==> src/irq_accept_pkg.sv <==
// Purpose: shared constants and types of the interrupt acceptance logic
// Assumes: one cpu clock, synchronous active low reset
// Notes: register bus is byte wide, one register per address
package irq_accept_pkg;
   localparam int NUM_SRC = 8;
   localparam int SRC_W = 3;
   localparam int STACK_DEPTH = 16;
   localparam int STACK_AW = 4;
   // register offsets
   localparam logic [7:0] ADDR_SW = 8'h00;
   localparam logic [7:0] ADDR_PEND = 8'h01;
   localparam logic [7:0] ADDR_BLOCK = 8'h02;
   localparam logic [7:0] ADDR_RANK = 8'h03;
   localparam logic [7:0] ADDR_STATE = 8'h04;
   // reset values
   localparam logic [7:0] SW_RST = 8'h02;
   localparam logic [7:0] PEND_RST = 8'h00;
   localparam logic [7:0] BLOCK_RST = 8'hFF;
   localparam logic [7:0] RANK_RST = 8'hFF;
   // status word fields
   localparam int GATE_BIT = 7;
   localparam int LEVEL_BIT = 1;
   // vectors
   localparam logic [15:0] TRAP_VEC = 16'h003E;
   localparam logic [15:0] VEC_BASE = 16'h0004;
   // request to service start, in cpu clocks
   localparam logic [3:0] ENTRY_CLK_HI = 4'h7;
   localparam logic [3:0] ENTRY_CLK_LO = 4'h8;
   localparam int MAX_CLK_HI = 32;
   localparam int MAX_CLK_LO = 33;

   typedef enum logic [3:0] {
      OP_PLAIN,
      OP_SET_GATE,
      OP_CLEAR_GATE,
      OP_SOFT_TRAP,
      OP_RET_IRQ,
      OP_RET_TRAP,
      OP_PUSH_SW,
      OP_POP_SW,
      OP_SW_WRITE,
      OP_SW_BIT,
      OP_FLAG_MANIP,
      OP_DIVIDE
   } op_t;

   typedef struct packed {
      op_t op;
      logic [2:0] bit_idx;
      logic bit_val;
      logic [7:0] wdata;
      logic [15:0] pc;
   } cpu_step_t;

   typedef struct packed {
      logic [7:0] addr;
      logic [7:0] wdata;
      logic wr;
      logic rd;
   } reg_req_t;
endpackage

==> src/irq_accept_logic.sv <==
// Purpose: maskable request acceptance, nesting, trap entry and returns
// Assumes: sequencer raises step_done once per finished instruction,
//    never while busy_q is high, and fetches from the vector address
// Notes: stack holds status word, pc low, pc high per entry
//
// Our own choices: the placing of the registers and the address-and-strobe port.
`timescale 1ns/1ps
module irq_accept_logic (
   // clock and reset
   input wire logic ref_clk,
   input wire logic rst_n,
   // register port
   input wire irq_accept_pkg::reg_req_t reg_req,
   output logic [7:0] reg_rdata_q,
   // request sources
   input wire logic [irq_accept_pkg::NUM_SRC-1:0] req_in,
   // instruction sequencer
   input wire logic step_done,
   input wire irq_accept_pkg::cpu_step_t step,
   output logic busy_q,
   output logic vec_fetch_q,
   output logic [15:0] vec_addr_q,
   output logic pc_load_q,
   output logic [15:0] pc_value_q,
   // status
   output logic [7:0] status_word_q
);
   import irq_accept_pkg::*;

   typedef enum logic [1:0] {
      ST_IDLE,
      ST_ENTRY,
      ST_RETURN,
      ST_POP
   } state_t;

   state_t state_q;
   logic [3:0] cnt_q;
   logic [3:0] entry_len_q;
   logic [15:0] saved_pc_q;
   logic [15:0] vec_target_q;
   logic [15:0] ret_pc_q;
   logic [STACK_AW-1:0] sp_q;
   logic hold_q;
   logic in_trap_q;
   logic [NUM_SRC-1:0] pend_q;
   logic [NUM_SRC-1:0] block_q;
   logic [NUM_SRC-1:0] rank_q;
   logic [7:0] sw_q;

   logic found;
   logic [SRC_W-1:0] win_idx;
   logic win_rank;
   logic hold_op;
   logic take_trap;
   logic take_irq;
   logic take_ret;
   logic take_pop;
   logic take_push;
   logic bus_manip;
   logic stk_we;
   logic [STACK_AW-1:0] stk_waddr;
   logic [7:0] stk_wdata;
   logic [STACK_AW-1:0] stk_raddr;
   logic [7:0] stk_rdata;
   logic [NUM_SRC-1:0] acc_clr;

   irq_rank_arbiter i_irq_rank_arbiter (
      .pend(pend_q),
      .block(block_q),
      .rank(rank_q),
      .allow_low(sw_q[LEVEL_BIT]),
      .found(found),
      .idx(win_idx),
      .idx_rank(win_rank)
   );

   irq_stack_mem i_irq_stack_mem (
      .ref_clk(ref_clk),
      .we(stk_we),
      .waddr(stk_waddr),
      .wdata(stk_wdata),
      .raddr(stk_raddr),
      .rdata_q(stk_rdata)
   );

   // instructions after which acceptance waits one more instruction
   always_comb begin
      case (step.op)
         OP_SET_GATE, OP_CLEAR_GATE, OP_RET_IRQ, OP_RET_TRAP,
         OP_PUSH_SW, OP_POP_SW, OP_SW_WRITE, OP_SW_BIT,
         OP_FLAG_MANIP: hold_op = 1'b1;
         default: hold_op = 1'b0;
      endcase
   end

   assign bus_manip = reg_req.wr & (reg_req.addr <= ADDR_RANK);

   // decisions only at a finished instruction; a divide simply finishes late
   assign take_trap = step_done & (state_q == ST_IDLE)
      & (step.op == OP_SOFT_TRAP);
   assign take_ret = step_done & (state_q == ST_IDLE)
      & ((step.op == OP_RET_IRQ) | (step.op == OP_RET_TRAP));
   assign take_pop = step_done & (state_q == ST_IDLE)
      & (step.op == OP_POP_SW);
   assign take_push = step_done & (state_q == ST_IDLE)
      & (step.op == OP_PUSH_SW);
   assign take_irq = step_done & (state_q == ST_IDLE) & ~hold_q & ~hold_op
      & ~take_trap & sw_q[GATE_BIT] & found;

   // stack write: status word at decision, pc bytes in entry
   always_comb begin
      stk_we = 1'b0;
      stk_waddr = sp_q;
      stk_wdata = sw_q;
      if (take_trap | take_irq | take_push) begin
         stk_we = 1'b1;
      end else if (state_q == ST_ENTRY && cnt_q <= 4'h2) begin
         stk_we = 1'b1;
         stk_waddr = sp_q;
         stk_wdata = (cnt_q == 4'h1) ? saved_pc_q[7:0] : saved_pc_q[15:8];
      end
   end

   assign stk_raddr = sp_q - STACK_AW'(cnt_q);

   // sequence of entry, return and pop
   always_ff @(posedge ref_clk) begin
      if (!rst_n) begin
         state_q <= ST_IDLE;
         cnt_q <= 4'h0;
         busy_q <= 1'b0;
         entry_len_q <= ENTRY_CLK_HI;
         saved_pc_q <= 16'h0000;
         vec_target_q <= 16'h0000;
      end else begin
         case (state_q)
            ST_IDLE: begin
               cnt_q <= 4'h1;
               if (take_trap | take_irq) begin
                  state_q <= ST_ENTRY;
                  busy_q <= 1'b1;
                  saved_pc_q <= step.pc;
                  if (take_trap) begin
                     entry_len_q <= ENTRY_CLK_HI;
                     vec_target_q <= TRAP_VEC;
                  end else begin
                     entry_len_q <= win_rank ? ENTRY_CLK_LO
                        : ENTRY_CLK_HI;
                     vec_target_q <= VEC_BASE
                        + {12'h000, win_idx, 1'b0};
                  end
               end else if (take_ret) begin
                  state_q <= ST_RETURN;
                  busy_q <= 1'b1;
               end else if (take_pop) begin
                  state_q <= ST_POP;
                  busy_q <= 1'b1;
               end
            end
            ST_ENTRY: begin
               cnt_q <= cnt_q + 4'h1;
               if (cnt_q == entry_len_q - 4'h1) begin
                  state_q <= ST_IDLE;
                  busy_q <= 1'b0;
               end
            end
            ST_RETURN: begin
               cnt_q <= cnt_q + 4'h1;
               if (cnt_q == 4'h4) begin
                  state_q <= ST_IDLE;
                  busy_q <= 1'b0;
               end
            end
            ST_POP: begin
               cnt_q <= cnt_q + 4'h1;
               if (cnt_q == 4'h2) begin
                  state_q <= ST_IDLE;
                  busy_q <= 1'b0;
               end
            end
            default: begin
               state_q <= ST_IDLE;
               busy_q <= 1'b0;
            end
         endcase
      end
   end

   // stack pointer
   always_ff @(posedge ref_clk) begin
      if (!rst_n) begin
         sp_q <= '0;
      end else if (stk_we) begin
         sp_q <= sp_q + STACK_AW'(1);
      end else if (state_q == ST_RETURN && cnt_q == 4'h4) begin
         sp_q <= sp_q - STACK_AW'(3);
      end else if (state_q == ST_POP && cnt_q == 4'h2) begin
         sp_q <= sp_q - STACK_AW'(1);
      end
   end

   // vector fetch and pc reload strobes
   always_ff @(posedge ref_clk) begin
      if (!rst_n) begin
         vec_fetch_q <= 1'b0;
         vec_addr_q <= 16'h0000;
         pc_load_q <= 1'b0;
         pc_value_q <= 16'h0000;
         ret_pc_q <= 16'h0000;
      end else begin
         vec_fetch_q <= (state_q == ST_ENTRY)
            && (cnt_q == entry_len_q - 4'h1);
         if (state_q == ST_ENTRY && cnt_q == entry_len_q - 4'h1) begin
            vec_addr_q <= vec_target_q;
         end
         if (state_q == ST_RETURN && cnt_q == 4'h2) begin
            ret_pc_q[15:8] <= stk_rdata;
         end
         if (state_q == ST_RETURN && cnt_q == 4'h3) begin
            ret_pc_q[7:0] <= stk_rdata;
         end
         pc_load_q <= (state_q == ST_RETURN) && (cnt_q == 4'h4);
         if (state_q == ST_RETURN && cnt_q == 4'h4) begin
            pc_value_q <= ret_pc_q;
         end
      end
   end

   // status word
   always_ff @(posedge ref_clk) begin
      if (!rst_n) begin
         sw_q <= SW_RST;
      end else if (take_trap) begin
         sw_q[GATE_BIT] <= 1'b0;
      end else if (take_irq) begin
         sw_q[GATE_BIT] <= 1'b0;
         sw_q[LEVEL_BIT] <= win_rank;
      end else if ((state_q == ST_RETURN && cnt_q == 4'h4)
            || (state_q == ST_POP && cnt_q == 4'h2)) begin
         sw_q <= stk_rdata;
      end else if (step_done && state_q == ST_IDLE) begin
         case (step.op)
            OP_SET_GATE: sw_q[GATE_BIT] <= 1'b1;
            OP_CLEAR_GATE: sw_q[GATE_BIT] <= 1'b0;
            OP_SW_WRITE: sw_q <= step.wdata;
            OP_SW_BIT: sw_q[step.bit_idx] <= step.bit_val;
            default: sw_q <= sw_q;
         endcase
      end else if (reg_req.wr && reg_req.addr == ADDR_SW) begin
         sw_q <= reg_req.wdata;
      end
   end

   // trap marker for the state register
   always_ff @(posedge ref_clk) begin
      if (!rst_n) begin
         in_trap_q <= 1'b0;
      end else if (take_trap) begin
         in_trap_q <= 1'b1;
      end else if (take_irq || (take_ret && step.op == OP_RET_TRAP)) begin
         in_trap_q <= 1'b0;
      end
   end

   // one more instruction must finish after a hold instruction
   always_ff @(posedge ref_clk) begin
      if (!rst_n) begin
         hold_q <= 1'b0;
      end else if ((step_done && hold_op) || bus_manip) begin
         hold_q <= 1'b1;
      end else if (step_done) begin
         hold_q <= 1'b0;
      end
   end

   // pending flags: new requests win over any clear
   always_comb begin
      acc_clr = '0;
      if (take_irq) begin
         acc_clr[win_idx] = 1'b1;
      end
   end

   always_ff @(posedge ref_clk) begin
      if (!rst_n) begin
         pend_q <= PEND_RST;
      end else if (reg_req.wr && reg_req.addr == ADDR_PEND) begin
         pend_q <= (reg_req.wdata & ~acc_clr) | req_in;
      end else begin
         pend_q <= (pend_q & ~acc_clr) | req_in;
      end
   end

   // mask and rank registers
   always_ff @(posedge ref_clk) begin
      if (!rst_n) begin
         block_q <= BLOCK_RST;
         rank_q <= RANK_RST;
      end else if (reg_req.wr && reg_req.addr == ADDR_BLOCK) begin
         block_q <= reg_req.wdata;
      end else if (reg_req.wr && reg_req.addr == ADDR_RANK) begin
         rank_q <= reg_req.wdata;
      end
   end

   // read data, one cycle after the read strobe
   always_ff @(posedge ref_clk) begin
      if (!rst_n) begin
         reg_rdata_q <= 8'h00;
      end else if (reg_req.rd) begin
         case (reg_req.addr)
            ADDR_SW: reg_rdata_q <= sw_q;
            ADDR_PEND: reg_rdata_q <= pend_q;
            ADDR_BLOCK: reg_rdata_q <= block_q;
            ADDR_RANK: reg_rdata_q <= rank_q;
            ADDR_STATE: reg_rdata_q <= {4'h0, hold_q, in_trap_q,
               busy_q, found};
            default: reg_rdata_q <= 8'h00;
         endcase
      end else begin
         reg_rdata_q <= 8'h00;
      end
   end

   always_ff @(posedge ref_clk) begin
      if (!rst_n) begin
         status_word_q <= SW_RST;
      end else begin
         status_word_q <= sw_q;
      end
   end
endmodule

==> src/irq_rank_arbiter.sv <==
// Purpose: picks the request to accept among eligible sources
// Assumes: source 0 has the highest default priority
// Notes: purely combinational
`timescale 1ns/1ps
module irq_rank_arbiter (
   // request state
   input wire logic [irq_accept_pkg::NUM_SRC-1:0] pend,
   input wire logic [irq_accept_pkg::NUM_SRC-1:0] block,
   input wire logic [irq_accept_pkg::NUM_SRC-1:0] rank,
   input wire logic allow_low,
   // choice
   output logic found,
   output logic [irq_accept_pkg::SRC_W-1:0] idx,
   output logic idx_rank
);
   import irq_accept_pkg::*;
   logic [NUM_SRC-1:0] elig;
   logic [NUM_SRC-1:0] elig_hi;
   logic [NUM_SRC-1:0] pick;

   genvar g;
   generate
      for (g = 0; g < NUM_SRC; g++) begin : g_src
         // pending, unblocked, and rank allowed by service level
         assign elig[g] = pend[g] & ~block[g] & (~rank[g] | allow_low);
         assign elig_hi[g] = elig[g] & ~rank[g];
      end
   endgenerate

   // high rank first, then lowest index
   assign pick = (|elig_hi) ? elig_hi : elig;

   always_comb begin
      found = 1'b0;
      idx = '0;
      for (int i = NUM_SRC - 1; i >= 0; i--) begin
         if (pick[i]) begin
            found = 1'b1;
            idx = SRC_W'(i);
         end
      end
      idx_rank = rank[idx];
   end
endmodule

==> src/irq_stack_mem.sv <==
// Purpose: byte wide save stack for status word and program counter
// Assumes: one write and one read port, read data registered
// Notes: contents are not cleared by reset
`timescale 1ns/1ps
module irq_stack_mem (
   // clock
   input wire logic ref_clk,
   // write port
   input wire logic we,
   input wire logic [irq_accept_pkg::STACK_AW-1:0] waddr,
   input wire logic [7:0] wdata,
   // read port
   input wire logic [irq_accept_pkg::STACK_AW-1:0] raddr,
   output logic [7:0] rdata_q
);
   import irq_accept_pkg::*;
   logic [7:0] mem [STACK_DEPTH];

   always_ff @(posedge ref_clk) begin
      if (we) begin
         mem[waddr] <= wdata;
      end
   end

   always_ff @(posedge ref_clk) begin
      rdata_q <= mem[raddr];
   end
endmodule

==> config.mk <==
export PLATFORM = sky130hd
export DESIGN_NAME = irq_accept_logic
export DESIGN_NICKNAME = d
export VERILOG_FILES = /design/src/irq_accept_pkg.sv /design/src/irq_accept_logic.sv /design/src/irq_rank_arbiter.sv /design/src/irq_stack_mem.sv
export SDC_FILE = /design/constraint.sdc
export NUM_CORES = 1
export LEC_CHECK = 0
export ABC_AREA = 0
export BUFFER_PORTS_ARGS = -buffer_cell sky130_fd_sc_hd__buf_2
export CAP_MARGIN = 20
export CORE_UTILIZATION = 64
export DETAILED_ROUTE_END_ITERATION = 8
export PLACE_DENSITY = 0.85
export SYNTH_ARGS = -nofsm -noshare
export SYNTH_HDL_FRONTEND = slang
export SYNTH_SLANG_ARGS = --single-unit
==> constraint.sdc <==
create_clock -name ref_clk -period 6.2 [get_ports ref_clk]
set_input_delay 0.93 -clock ref_clk [delete_from_list [all_inputs] [get_ports ref_clk]]
set_output_delay 0.93 -clock ref_clk [all_outputs]
set_load 0.01 [all_outputs]
; ---- After elaboration in Yosys (flattened, before gate mapping)
; Memory sizes are Yosys's and may differ from the RTL's. A register that Yosys moved wholly into a read port is not among the register bits.
; Index checks and enable logic that the tools add are counted.
[word_totals]
reg_bits = 147
mem_bits_rw = 128
romBits = 16
inputBits = 61
output_inout_bits = 51
n_memories = 2
[classes]
add_sub_neg = 7
order_cmp = 6
eq_ne = 28
muxes = 65
n_bitwise = 73
n_reduce_logical = 35
[mem_list]
columns = memory, depth, width, read_ports, rd_ports_with_merged_regs, wr, line
row1 = i_irq_stack_mem.mem, 16, 8, 1, 1, 1, irq_stack_mem.sv:17  ; logic [7:0] mem [STACK_DEPTH];
row2 = (name not given), 16, 1, 1, 0, 0, irq_accept_logic.sv:89  ; case (step.op)
[op_table]
columns = operator, count
row1 = 8-bit two-way mux, 9
row2 = 8-bit one-hot mux with 5 select lines, 1
row3 = 1-bit AND, 35
row4 = 1-bit two-way mux, 26
row5 = 3-bit two-way mux, 8
row6 = 1-bit inverter, 22
row7 = 4-bit by 3-bit == test with 1-bit output (second input constant), 5
row8 = 4-bit two-way mux, 5
row9 = 8-bit AND, 2
row10 = 4-bit by 2-bit == test with 1-bit output (second input constant), 4
row11 = 8-bit by 2-bit == test with 1-bit output (second input constant), 2
row12 = 8-bit OR, 2
row13 = 1-bit logical AND, 15
row14 = 7-bit one-hot mux with 2 select lines, 1
row15 = 2-bit two-way mux, 6
row16 = 1-bit OR, 11
row17 = 4-bit by 1-bit adder with 4-bit output (second input constant), 2
row18 = 8-bit bitwise mux, 1
row19 = 4-bit by 1-bit == test with 1-bit output (second input constant), 2
row20 = 4-bit == test (second input constant), 2
row21 = 8-bit by 1-bit == test with 1-bit output (second input constant), 1
row22 = 8-bit by 3-bit == test with 1-bit output (second input constant), 1
row23 = 8-bit by 2-bit less-or-equal comparator with 1-bit output (second input constant), 1
row24 = 8-bit zero test, 1
row25 = 33 further kinds, 49

; ---- Logic depth before layout (Yosys ltp)
; Gate-level depths: netlist of the first run.
[logic_depth]
word_depth = 23
depth_mapped = 15

; ---- Hierarchy
; A second synthesis of the first run with hierarchy kept.
[hier_totals]
cells_unflattened = 983
hier_area_um2 = 11538.6
[modules_own_cells]
columns = mod, instances, cells_per_inst, area_per_inst_um2, seq_area_each_um2
row1 = irq_accept_logic, 1, 706, 5988.2, 2462.4
row2 = irq_stack_mem, 1, 229, 5147.4, 4003.8
row3 = irq_rank_arbiter, 1, 48, 402.9, 0.0

; ---- Least setup slack after synthesis of the first run
; OpenSTA, ideal clock, no wires.
[synth_timing]
path_type = register -> register
start = register pend_q[1]
end = memory i_irq_stack_mem.mem[2][0], enable pin
arrival_ns = 3.087
t_required_ns = 5.805
path_slack_ns = 2.718
stages_incl_launch_ff = 9
n_path_buf = 0
path_cell_list = dfxtp_1 nor3b_1 or4_1 o31a_1 o2bb2ai_2 o311ai_4 nand3_1 clkinv_1 nor4_1
[synth_via]
elab_chain_len = 19
[synth_lines]
columns = item, line
row1 = start: declaration, irq_accept_logic.sv:46  ; logic [NUM_SRC-1:0] pend_q;
row2 = start signal: assignment, irq_accept_logic.sv:289  ; pend_q <= (reg_req.wdata & ~acc_clr) | req_in;
row3 = start signal: assignment, irq_accept_logic.sv:291  ; pend_q <= (pend_q & ~acc_clr) | req_in;
row4 = 1-bit AND * (2 in series), irq_rank_arbiter.sv:25  ; assign elig[g] = pend[g] & ~block[g] & (~rank[g] | allow_low);
row5 = 1-bit AND, irq_rank_arbiter.sv:26  ; assign elig_hi[g] = elig[g] & ~rank[g];
row6 = 8-bit OR reduction, irq_rank_arbiter.sv:31  ; assign pick = (|elig_hi) ? elig_hi : elig;
row7 = 8-bit two-way mux *, irq_rank_arbiter.sv:31
row8 = 1-bit two-way mux (7 in series), irq_rank_arbiter.sv:37  ; if (pick[i]) begin
row9 = 1-bit two-way mux *, irq_rank_arbiter.sv:37
row10 = 1-bit AND *, irq_accept_logic.sv:109  ; & ~take_trap & sw_q[GATE_BIT] & found;
row11 = 1-bit OR * (2 in series), irq_accept_logic.sv:116  ; if (take_trap | take_irq | take_push) begin
row12 = 1-bit two-way mux *, irq_accept_logic.sv:116
row13 = 1-bit two-way mux *, irq_stack_mem.sv:20  ; if (we) begin
row14 = 1-bit two-way mux (not written as such) *, irq_stack_mem.sv:21  ; mem[waddr] <= wdata;
row15 = end: declaration, irq_stack_mem.sv:17
; Mark *: on every way between the ends. The rest lies on a longest branch, timed or not.

; ---- Worst setup path in the final report of the first run
[layout_timing]
start = register pend_q[3]
end = register sp_q[3]
[layout_via]
elab_chain_len = 18
word_cells_on_any_way = 19
[layout_lines]
columns = item, line
row1 = 1-bit AND * (2 in series), irq_rank_arbiter.sv:25
row2 = 1-bit AND, irq_rank_arbiter.sv:26
row3 = 8-bit OR reduction, irq_rank_arbiter.sv:31
row4 = 8-bit two-way mux *, irq_rank_arbiter.sv:31
row5 = 1-bit two-way mux (7 in series), irq_rank_arbiter.sv:37
row6 = 1-bit two-way mux *, irq_rank_arbiter.sv:37
row7 = 1-bit AND *, irq_accept_logic.sv:109
row8 = 1-bit OR * (2 in series), irq_accept_logic.sv:116
row9 = 1-bit two-way mux *, irq_accept_logic.sv:116
row10 = 3-bit nonzero test (no source line) or 4-bit two-way mux (tied branches), --
row11 = end signal: assignment, irq_accept_logic.sv:195  ; sp_q <= sp_q + STACK_AW'(1);
row12 = end signal: assignment, irq_accept_logic.sv:197  ; sp_q <= sp_q - STACK_AW'(3);
row13 = end signal: assignment, irq_accept_logic.sv:199  ; sp_q <= sp_q - STACK_AW'(1);
row14 = end: declaration, irq_accept_logic.sv:43  ; logic [STACK_AW-1:0] sp_q;
; Marks and branches as above.
; A chain may end at the register's enable or synchronous reset.

==> summary.txt, run 1 <==
Run status
  • Outcome: finished clean

Synth
  • Number of distinct library cells after synthesis: approximately 70
  • Post-synth EDFFs: about 130
  • Async set or reset register ratio after synthesis: 0%
  • Largest cells by area after synthesis: edfxtp_1 34%, dfxtp_1 23%, mux4_2 7.4%
  • Sequential-to-total area share from yosys stat: between 50 and 60%
  • Synth area leader: edfxtp_1
  • Post-synth top flop: dfxtp_1
  • Avg Inst Size Synth: 11.8 um2
  • Syn Inst Count: approximately 960
  • #FFs+latches synth: about 260
  • Mapped cell area: approximately 11000 um2
  • Synth top area share: 34.0%
  • Syn. warnings: 0

Timing
  • Final period util: a little under 70%
  • Max-slew violation count: 0
  • Minimum clock period: 4.28 ns
  • Clk_skew: around 0.012 ns
  • Setup Viol. Count Final: 0
  • Hold Fails Final Rpt: 0
  • RSZ-0062 raised after global routing: false
  • Fmax: roughly 230 MHz
  • Worst slew margin: 28.1%
  • Least-Margin Pin Slew: 1.08 ns
  • Fin Setup TNS: 0 ns

Hold path
  • Hold Path Sink: pc_value_q[2]$_SDFFE_PN0P_
  • Worst Hold Class: register to register
  • Hold path cells: 2
  • Worst Hold Launch: pc_value_q[2]$_SDFFE_PN0P_

CTS
  • Clk buf depth: 3
  • Clock transition at path regs: approximately 0.06 ns
  • Root buf cell: clkbuf_16
  • Post-CTS Setup Inserts: 0
  • CTS tree: built
  • Hold_buf cts: 0
  • TritonCTS buffer count: 27
  • Clk_lat worst skew: 0.54 ns
  • Clock sinks: around 260
  • H-tree depth: 1
  • # resized after CTS: 0

GRT
  • Antenna violations before repair: 0
  • First-pass GRT wire length: between 40 and 50 mm
  • Global Route met3 Usage: 4.73%
  • Largest net degree at the start of global routing: 47
  • Total gr overflow: 0
  • Top Usage Layer GRT: met2
  • Total track usage: between 30 and 40%
  • Vias in the first global route: 7842
  • Grt met2 use: 55.6%
  • M1 GR Usage: roughly two fifths

Worst setup path
  • Capturing point of the worst reg2reg path: sp_q[3]$_SDFFE_PN0P_
  • Startpoint types: register
  • Worst setup EP type: register
  • CP startpoint: pend_q[3]$_SDFF_PN0_
  • Critical path peak fanout: 18
  • RR Startpoint: pend_q[3]$_SDFF_PN0_
  • Reg-to-reg slack, setup: a little under 2 ns
  • Worst r2r path cells: 14
  • CP arrival: around 4.7 ns
  • Setup CP Type: register to register
  • Required @ worst endpoint: ~6.6 ns

Floorplanning
  • I/O pins: 112
  • Die Width: 135 um
  • Core area: roughly 17000 um2
  • Rows: between 40 and 50
  • Initial Util: 65.4%
  • Die ar.: roughly 18000 um2
  • Die Height: approximately 130 um

Finish
  • Share of cells above drive strength 1: 20.0%
  • Fillers: about 1100
  • Post-layout nets: around 1100
  • Register Area: about 6500 um2
  • Multi-input gate area: 4570 um2
  • Syn-to-layout area delta: 14.3%
  • Final cell count without fillers: ~1300
  • Ant diodes: 0

Power
  • Worst vdd ir: 0.270 mV
  • Leakage: between 5 and 6 nW
  • Overall power: a little under 4 mW
  • P per Cell Area: ~300 nW/um2

Drt
  • DR pass1 iterations: 7
  • Vias after detailed routing: between 8000 and 9000
  • Residual DRC count: 0
  • Remaining antenna violation count: 0
  • Vias per cell: about 6.4
  • WL final: approximately 29 mm
  • Starting DRT DRC Count: 760
  • Routed WL per cell: between 20 and 25 um

Placement
  • Port Buf Inserts: 100
  • Post-DP HPWL: slightly below 20 mm
  • Routability Congestion: approximately 0.93
  • Placed cell count: 1251

Flow run
  • Max Cap Viol: 0
-- kinds of logic (layout without fill, tap and decap cells) --
| group | count (synthesis) | in the layout | share of synthesized area, % |
|---|---|---|---|
| AOI/OAI and AO/OA | 181 | 181 | 10.4 |
| buffers and inverters | 77 | 190 | 2.98 |
| muxes | 108 | 108 | 13.7 |
| xor gates and xnor gates | 8 | 8 | 0.619 |
| and+or+nand+nor | 303 | 303 | 12.8 |
| DFF | 259 | 259 | 57.1 |
| other | 1 | 11 | 0.0331 |
| adders and majority gates | 20 | 20 | 2.34 |
-- critical path: stages, from the launching register on --
cell	delay (ns)
dfxtp_1	0.40
nor3b_1	0.53
nor4_2	0.18
a41o_1	0.30
nand3b_1	0.25
o311ai_4	0.70
nand3_1	0.38
nor2_1	0.27
ha_1	0.26
a21o_1	0.18
a21oi_1	0.19
nor2_1	0.06
a32oi_1	0.24
xnor2_1	0.14
nor2_1	0.05
-- area by class of cell --
class | count | share of cell area, %
Clock buffer | 34 | 5.75
Clock inverter | 12 | 0.745
Inverter | 16 | 0.464
Multi-Input combinational cell | 631 | 35.3
Sequential cell | 259 | 50.0
Tap cell | 225 | 2.18
Timing Repair Buffer | 128 | 5.53
-- sequential cells by signal, indices dropped and copies added (netlist names), 2 cells and up --
register / cells
cnt_q: 4
sp_q: 4
vec_target_q: 5
pend_q: 8
i_irq_stack_mem.mem: 128
reg_rdata_q: 8
i_irq_stack_mem.rdata_q: 8
saved_pc_q: 16
sw_q: 8
status_word_q: 8
rank_q: 8
entry_len_q: 2
ret_pc_q: 16
pc_value_q: 16
block_q: 8
vec_addr_q: 5
state_q: 2
-- Yosys cell counts, drive strengths merged, types with 3 or more instances --
master  number
a222oi       3
mux2         3
nor4         9
nor3        26
o21ai       24
and2        13
nand2b      13
nor3b       10
nor2        61
a22o         4
o31ai        4
a211oi      13
a41o         3
nand3       17
nor2b       19
nand2      113
xor2         5
mux4        37
a311oi       7
or3b         3
a31oi       10
o21a         9
nand3b       6
o311ai       5
edfxtp     128
dfxtp      131
and3         4
inv         15
ha          18
xnor2        3
a21oi       75
clkbuf      41
mux2i       68
buf         20
-- stage by stage --
| stage | cell area (um2) | util, % | setup slack (ns) | hold WS (ns) |
|---|---|---|---|---|
| 2_1_floorplan | 11400 | - | 2.72 | 0.431 |
| 3_3_place_gp | 12000 | 69.5 | 2.09 | 0.438 |
| 3_5_place_dp | 12000 | 69.5 | 2.01 | 0.443 |
| 4_1_cts | 12900 | 74.4 | 2.00 | 0.451 |
| 5_1_grt | 12900 | 74.8 | 1.59 | 0.465 |
| 6_report | 12900 | 74.8 | 1.92 | 0.450 |
-- how the worst max path moves through the flow --
stage	end	slack [ns]	cells past startpoint
global placement	sp_q[3]$_SDFFE_PN0P_	2.09	14
global route	sp_q[3]$_SDFFE_PN0P_	1.59	14
detailed placement	sp_q[3]$_SDFFE_PN0P_	2.01	14
finish	sp_q[3]$_SDFFE_PN0P_	1.92	14
floorplan	i_irq_stack_mem.mem[2][0]$_DFFE_PP_	2.72	8
CTS	sp_q[3]$_SDFFE_PN0P_	2.00	14
-- where the power goes --
group	switching (mW)	leakage, nW	internal [mW]
sequential	0.0688	2.24	1.84
combinational	0.231	2.38	0.172
clock	0.644	0.412	0.887
total	0.943	5.03	2.90
-- layout by cell type (no fill, tap or decap), types with 8 or more instances in the layout --
cell,instances
nor2_1,61
buf_2,102
a31oi_1,10
and2_1,12
nand2_1,113
o21ai_0,23
clkbuf_16,28
a211oi_1,13
nor4_1,8
ha_1,17
dfxtp_1,131
nand3_1,17
mux2i_1,68
a21oi_1,75
nor2b_1,19
mux4_2,37
edfxtp_1,128
buf_4,21
nand2b_1,13
nor3b_1,10
inv_1,14
o21a_1,9
nor3_1,24
conb_1,11
-- per-layer routing --
metal	part of all wire, %	up-vias
met3	7.0	74
li1	-	3746
met2	51	425
met1	38	4047
met4	3.4	0
met5	0	-
Power figures use the tool's default switching activity.
==> run 2, diff against run 1 <==
Settings changed: CORE_UTILIZATION 64 to 53, PLACE_DENSITY 0.85 to 0.76.
Clock period 6.2 ns to 3.9 ns, I/O delays scaled along.
==> run 2 against run 1 <==
Cell count increased by 5.1%. Die area increased by 20%. Clock skew increased by 0.0017 ns. Design area increased by 1.6%. Worst hold slack got worse by 0.20 ns. Combinational power increased by 53%. Maximum frequency increased by 17%.
==> summary.txt, run 2 (same netlist as run 1, synthesis figures left out) <==
Timing
  • Hold Fails Final Rpt: 0
  • Setup Viol. Count Final: 0
  • Fin Setup TNS: 0 ns
  • RSZ-0062 raised after global routing: false
  • Least-Margin Pin Slew: 0.838 ns
  • Max-slew violation count: 0
  • Final period util: a little over nine tenths
  • Worst slew margin: between 40% and 50%
  • Minimum clock period: between 3 and 4 ns
  • Fmax: around 270 MHz
  • Clk_skew: about 0.013 ns

Power
  • Reg power frac: 49.7%
  • Worst vdd ir: ~0.42 mV
  • Combinational power share: 10.1%
  • Leakage: 5.12 nW
  • Clock power share: between 40 and 50%
  • Switch share: between 20% and 30%
  • Internal power: 4.63 mW
  • P per Cell Area: roughly 460 nW/um2
  • Overall power: between 6 and 7 mW
  • NetSw: between 1 and 1.5 mW

Worst setup path
  • Capturing point of the worst reg2reg path: sp_q[3]$_SDFFE_PN0P_
  • Startpoint types: register
  • Worst setup EP type: register
  • Worst r2r path cells: 14
  • CP arrival: a little over 4 ns
  • Setup CP Type: register to register
  • Critical path peak fanout: 6
  • RR Startpoint: rank_q[1]$_SDFFE_PN1P_
  • Reg-to-reg slack, setup: between 0.2 and 0.25 ns
  • Required @ worst endpoint: 4.29 ns

Hold path
  • Hold path cells: 2
  • Hold Path Sink: pend_q[5]$_SDFF_PN0_
  • Worst Hold Class: primary input to register
  • Worst Hold Launch: req_in[5]

CTS
  • Clock transition at path regs: 0.06 ns
  • CTS tree: built
  • H-tree depth: 1
  • Clk buf depth: 3
  • Clk_lat worst skew: about 0.54 ns
  • Root buf cell: clkbuf_16
  • Post-CTS Setup Inserts: 0
  • TritonCTS buffer count: 27
  • # resized after CTS: 0
  • Clock sinks: approximately 260
  • Hold_buf cts: 0

Finish
  • Design area: 13100 um2
  • Reg with most FFs: i_irq_stack_mem.mem
  • Most frequent cells in the layout: 131 x dfxtp_1, 128 x edfxtp_1, 113 x nand2_1
  • Final cell count without fillers: 1372
  • Post-layout nets: 1161
  • Share of cells above drive strength 1: about a fifth
  • Ant diodes: 0
  • Largest register FFs: 128
  • Syn-to-layout area delta: 16.1%
  • Fillers: 1693
  • Most common cell after layout, fill and taps aside: dfxtp_1

Floorplanning
  • I/O pins: around 110
  • Core area: about 21000 um2
  • Rows: 53
  • Initial Util: between 50% and 60%
  • Die Width: roughly 150 um
  • Die Height: approximately 150 um
  • Die ar.: roughly 22000 um2

Drt
  • Remaining antenna violation count: 0
  • WL final: between 20 and 30 mm
  • DR pass1 iterations: 5
  • Vias after detailed routing: just over 8000
  • Residual DRC count: 0
  • Routed WL per cell: about 19 um
  • Vias per cell: between 5 and 6
  • Starting DRT DRC Count: between 600 and 700

Placement
  • Placed cell area: between 10000 and 15000 um2
  • Placed cell count: between 1000 and 1500
  • Post-DP HPWL: about 19 mm
  • Routability Congestion: approximately 1.0
  • Port Buf Inserts: 100

GRT
  • Antenna violations before repair: 0
  • Total track usage: between 20% and 30%
  • Vias in the first global route: 7806
  • Total gr overflow: 0
  • First-pass GRT wire length: ~42 mm
  • Largest net degree at the start of global routing: 47

Run status
  • Outcome: finished clean

Flow run
  • Max Cap Viol: 0
==> run 2: cell types whose count changed in the layout (fill, tap and decap cells not counted), moves of 2 or more <==
cell,before,now
clkinv_1,6,4
clkbuf_4,3,0
buf_2,102,100
buf_4,21,44
==> run 2: worst max path at each step <==
stage	from	to	slack, ns	cells after the start
6_report	rank_q[1]$_SDFFE_PN1P_	sp_q[3]$_SDFFE_PN0P_	0.23	14
5_1_grt	rank_q[1]$_SDFFE_PN1P_	sp_q[3]$_SDFFE_PN0P_	0.004	14
4_1_cts	pend_q[1]$_SDFF_PN0_	sp_q[3]$_SDFFE_PN0P_	0.27	14
3_5_place_dp	rank_q[1]$_SDFFE_PN1P_	sp_q[3]$_SDFFE_PN0P_	0.31	14
3_3_place_gp	pend_q[3]$_SDFF_PN0_	sp_q[3]$_SDFFE_PN0P_	0.39	14
2_1_floorplan	pend_q[1]$_SDFF_PN0_	i_irq_stack_mem.mem[2][0]$_DFFE_PP_	0.42	8
==> run 2: cell type report <==
class	instances	area [um2]	area share (%)
multi-input combinational	631	4570	34.8
clock inverter	13	131	1.00
tap	275	344	2.62
inverter	16	60.1	0.457
timing repair buffer	145	851	6.48
sequential	259	6470	49.2
clock buffer	33	718	5.47
==> run 2: metrics by stage <==
step	setup WS [ns]	utilization, %	hold slack [ns]
finish	0.227	62.7	0.255
global placement	0.390	58.6	0.438
global route	0.00406	62.7	0.259
floorplan	0.418	-	0.431
CTS	0.271	62.7	0.240
detailed placement	0.306	58.6	0.443
==> run 2: power groups by stage <==
stage / logic (mW) / clock network [mW] / registers (mW)
finish: 0.617 / 2.46 / 3.03
global route: 0.669 / 2.62 / 3.04
CTS: 0.620 / 2.50 / 3.03
detailed placement: 0.615 / 0 / 3.09
global placement: 0.608 / 0 / 3.09
floorplan: 0.441 / 0 / 3.02
==> run 2: worst max-delay path, cell delays in order (launching register included) <==
cell and delay [ns]:
dfxtp_1 0.36, nor3b_1 0.51, nor4_2 0.18, a41o_1 0.30, nand3b_1 0.24, o311ai_4 0.30, nand3_1 0.28, nor2_1 0.26
ha_1 0.27, a21o_1 0.18, a21oi_1 0.18, nor2_1 0.06, a32oi_1 0.23, xnor2_1 0.14, nor2_1 0.05
==> run 2: per-layer routing <==
layer  GRT usage [%]  part of all wire, %  up-vias
met1            33.0                   42     3907
met4            9.33                  3.6        0
met2            41.0                   48      310
met5               0                    0        -
met3            3.59                  5.8       60
li1                -                    -     3772
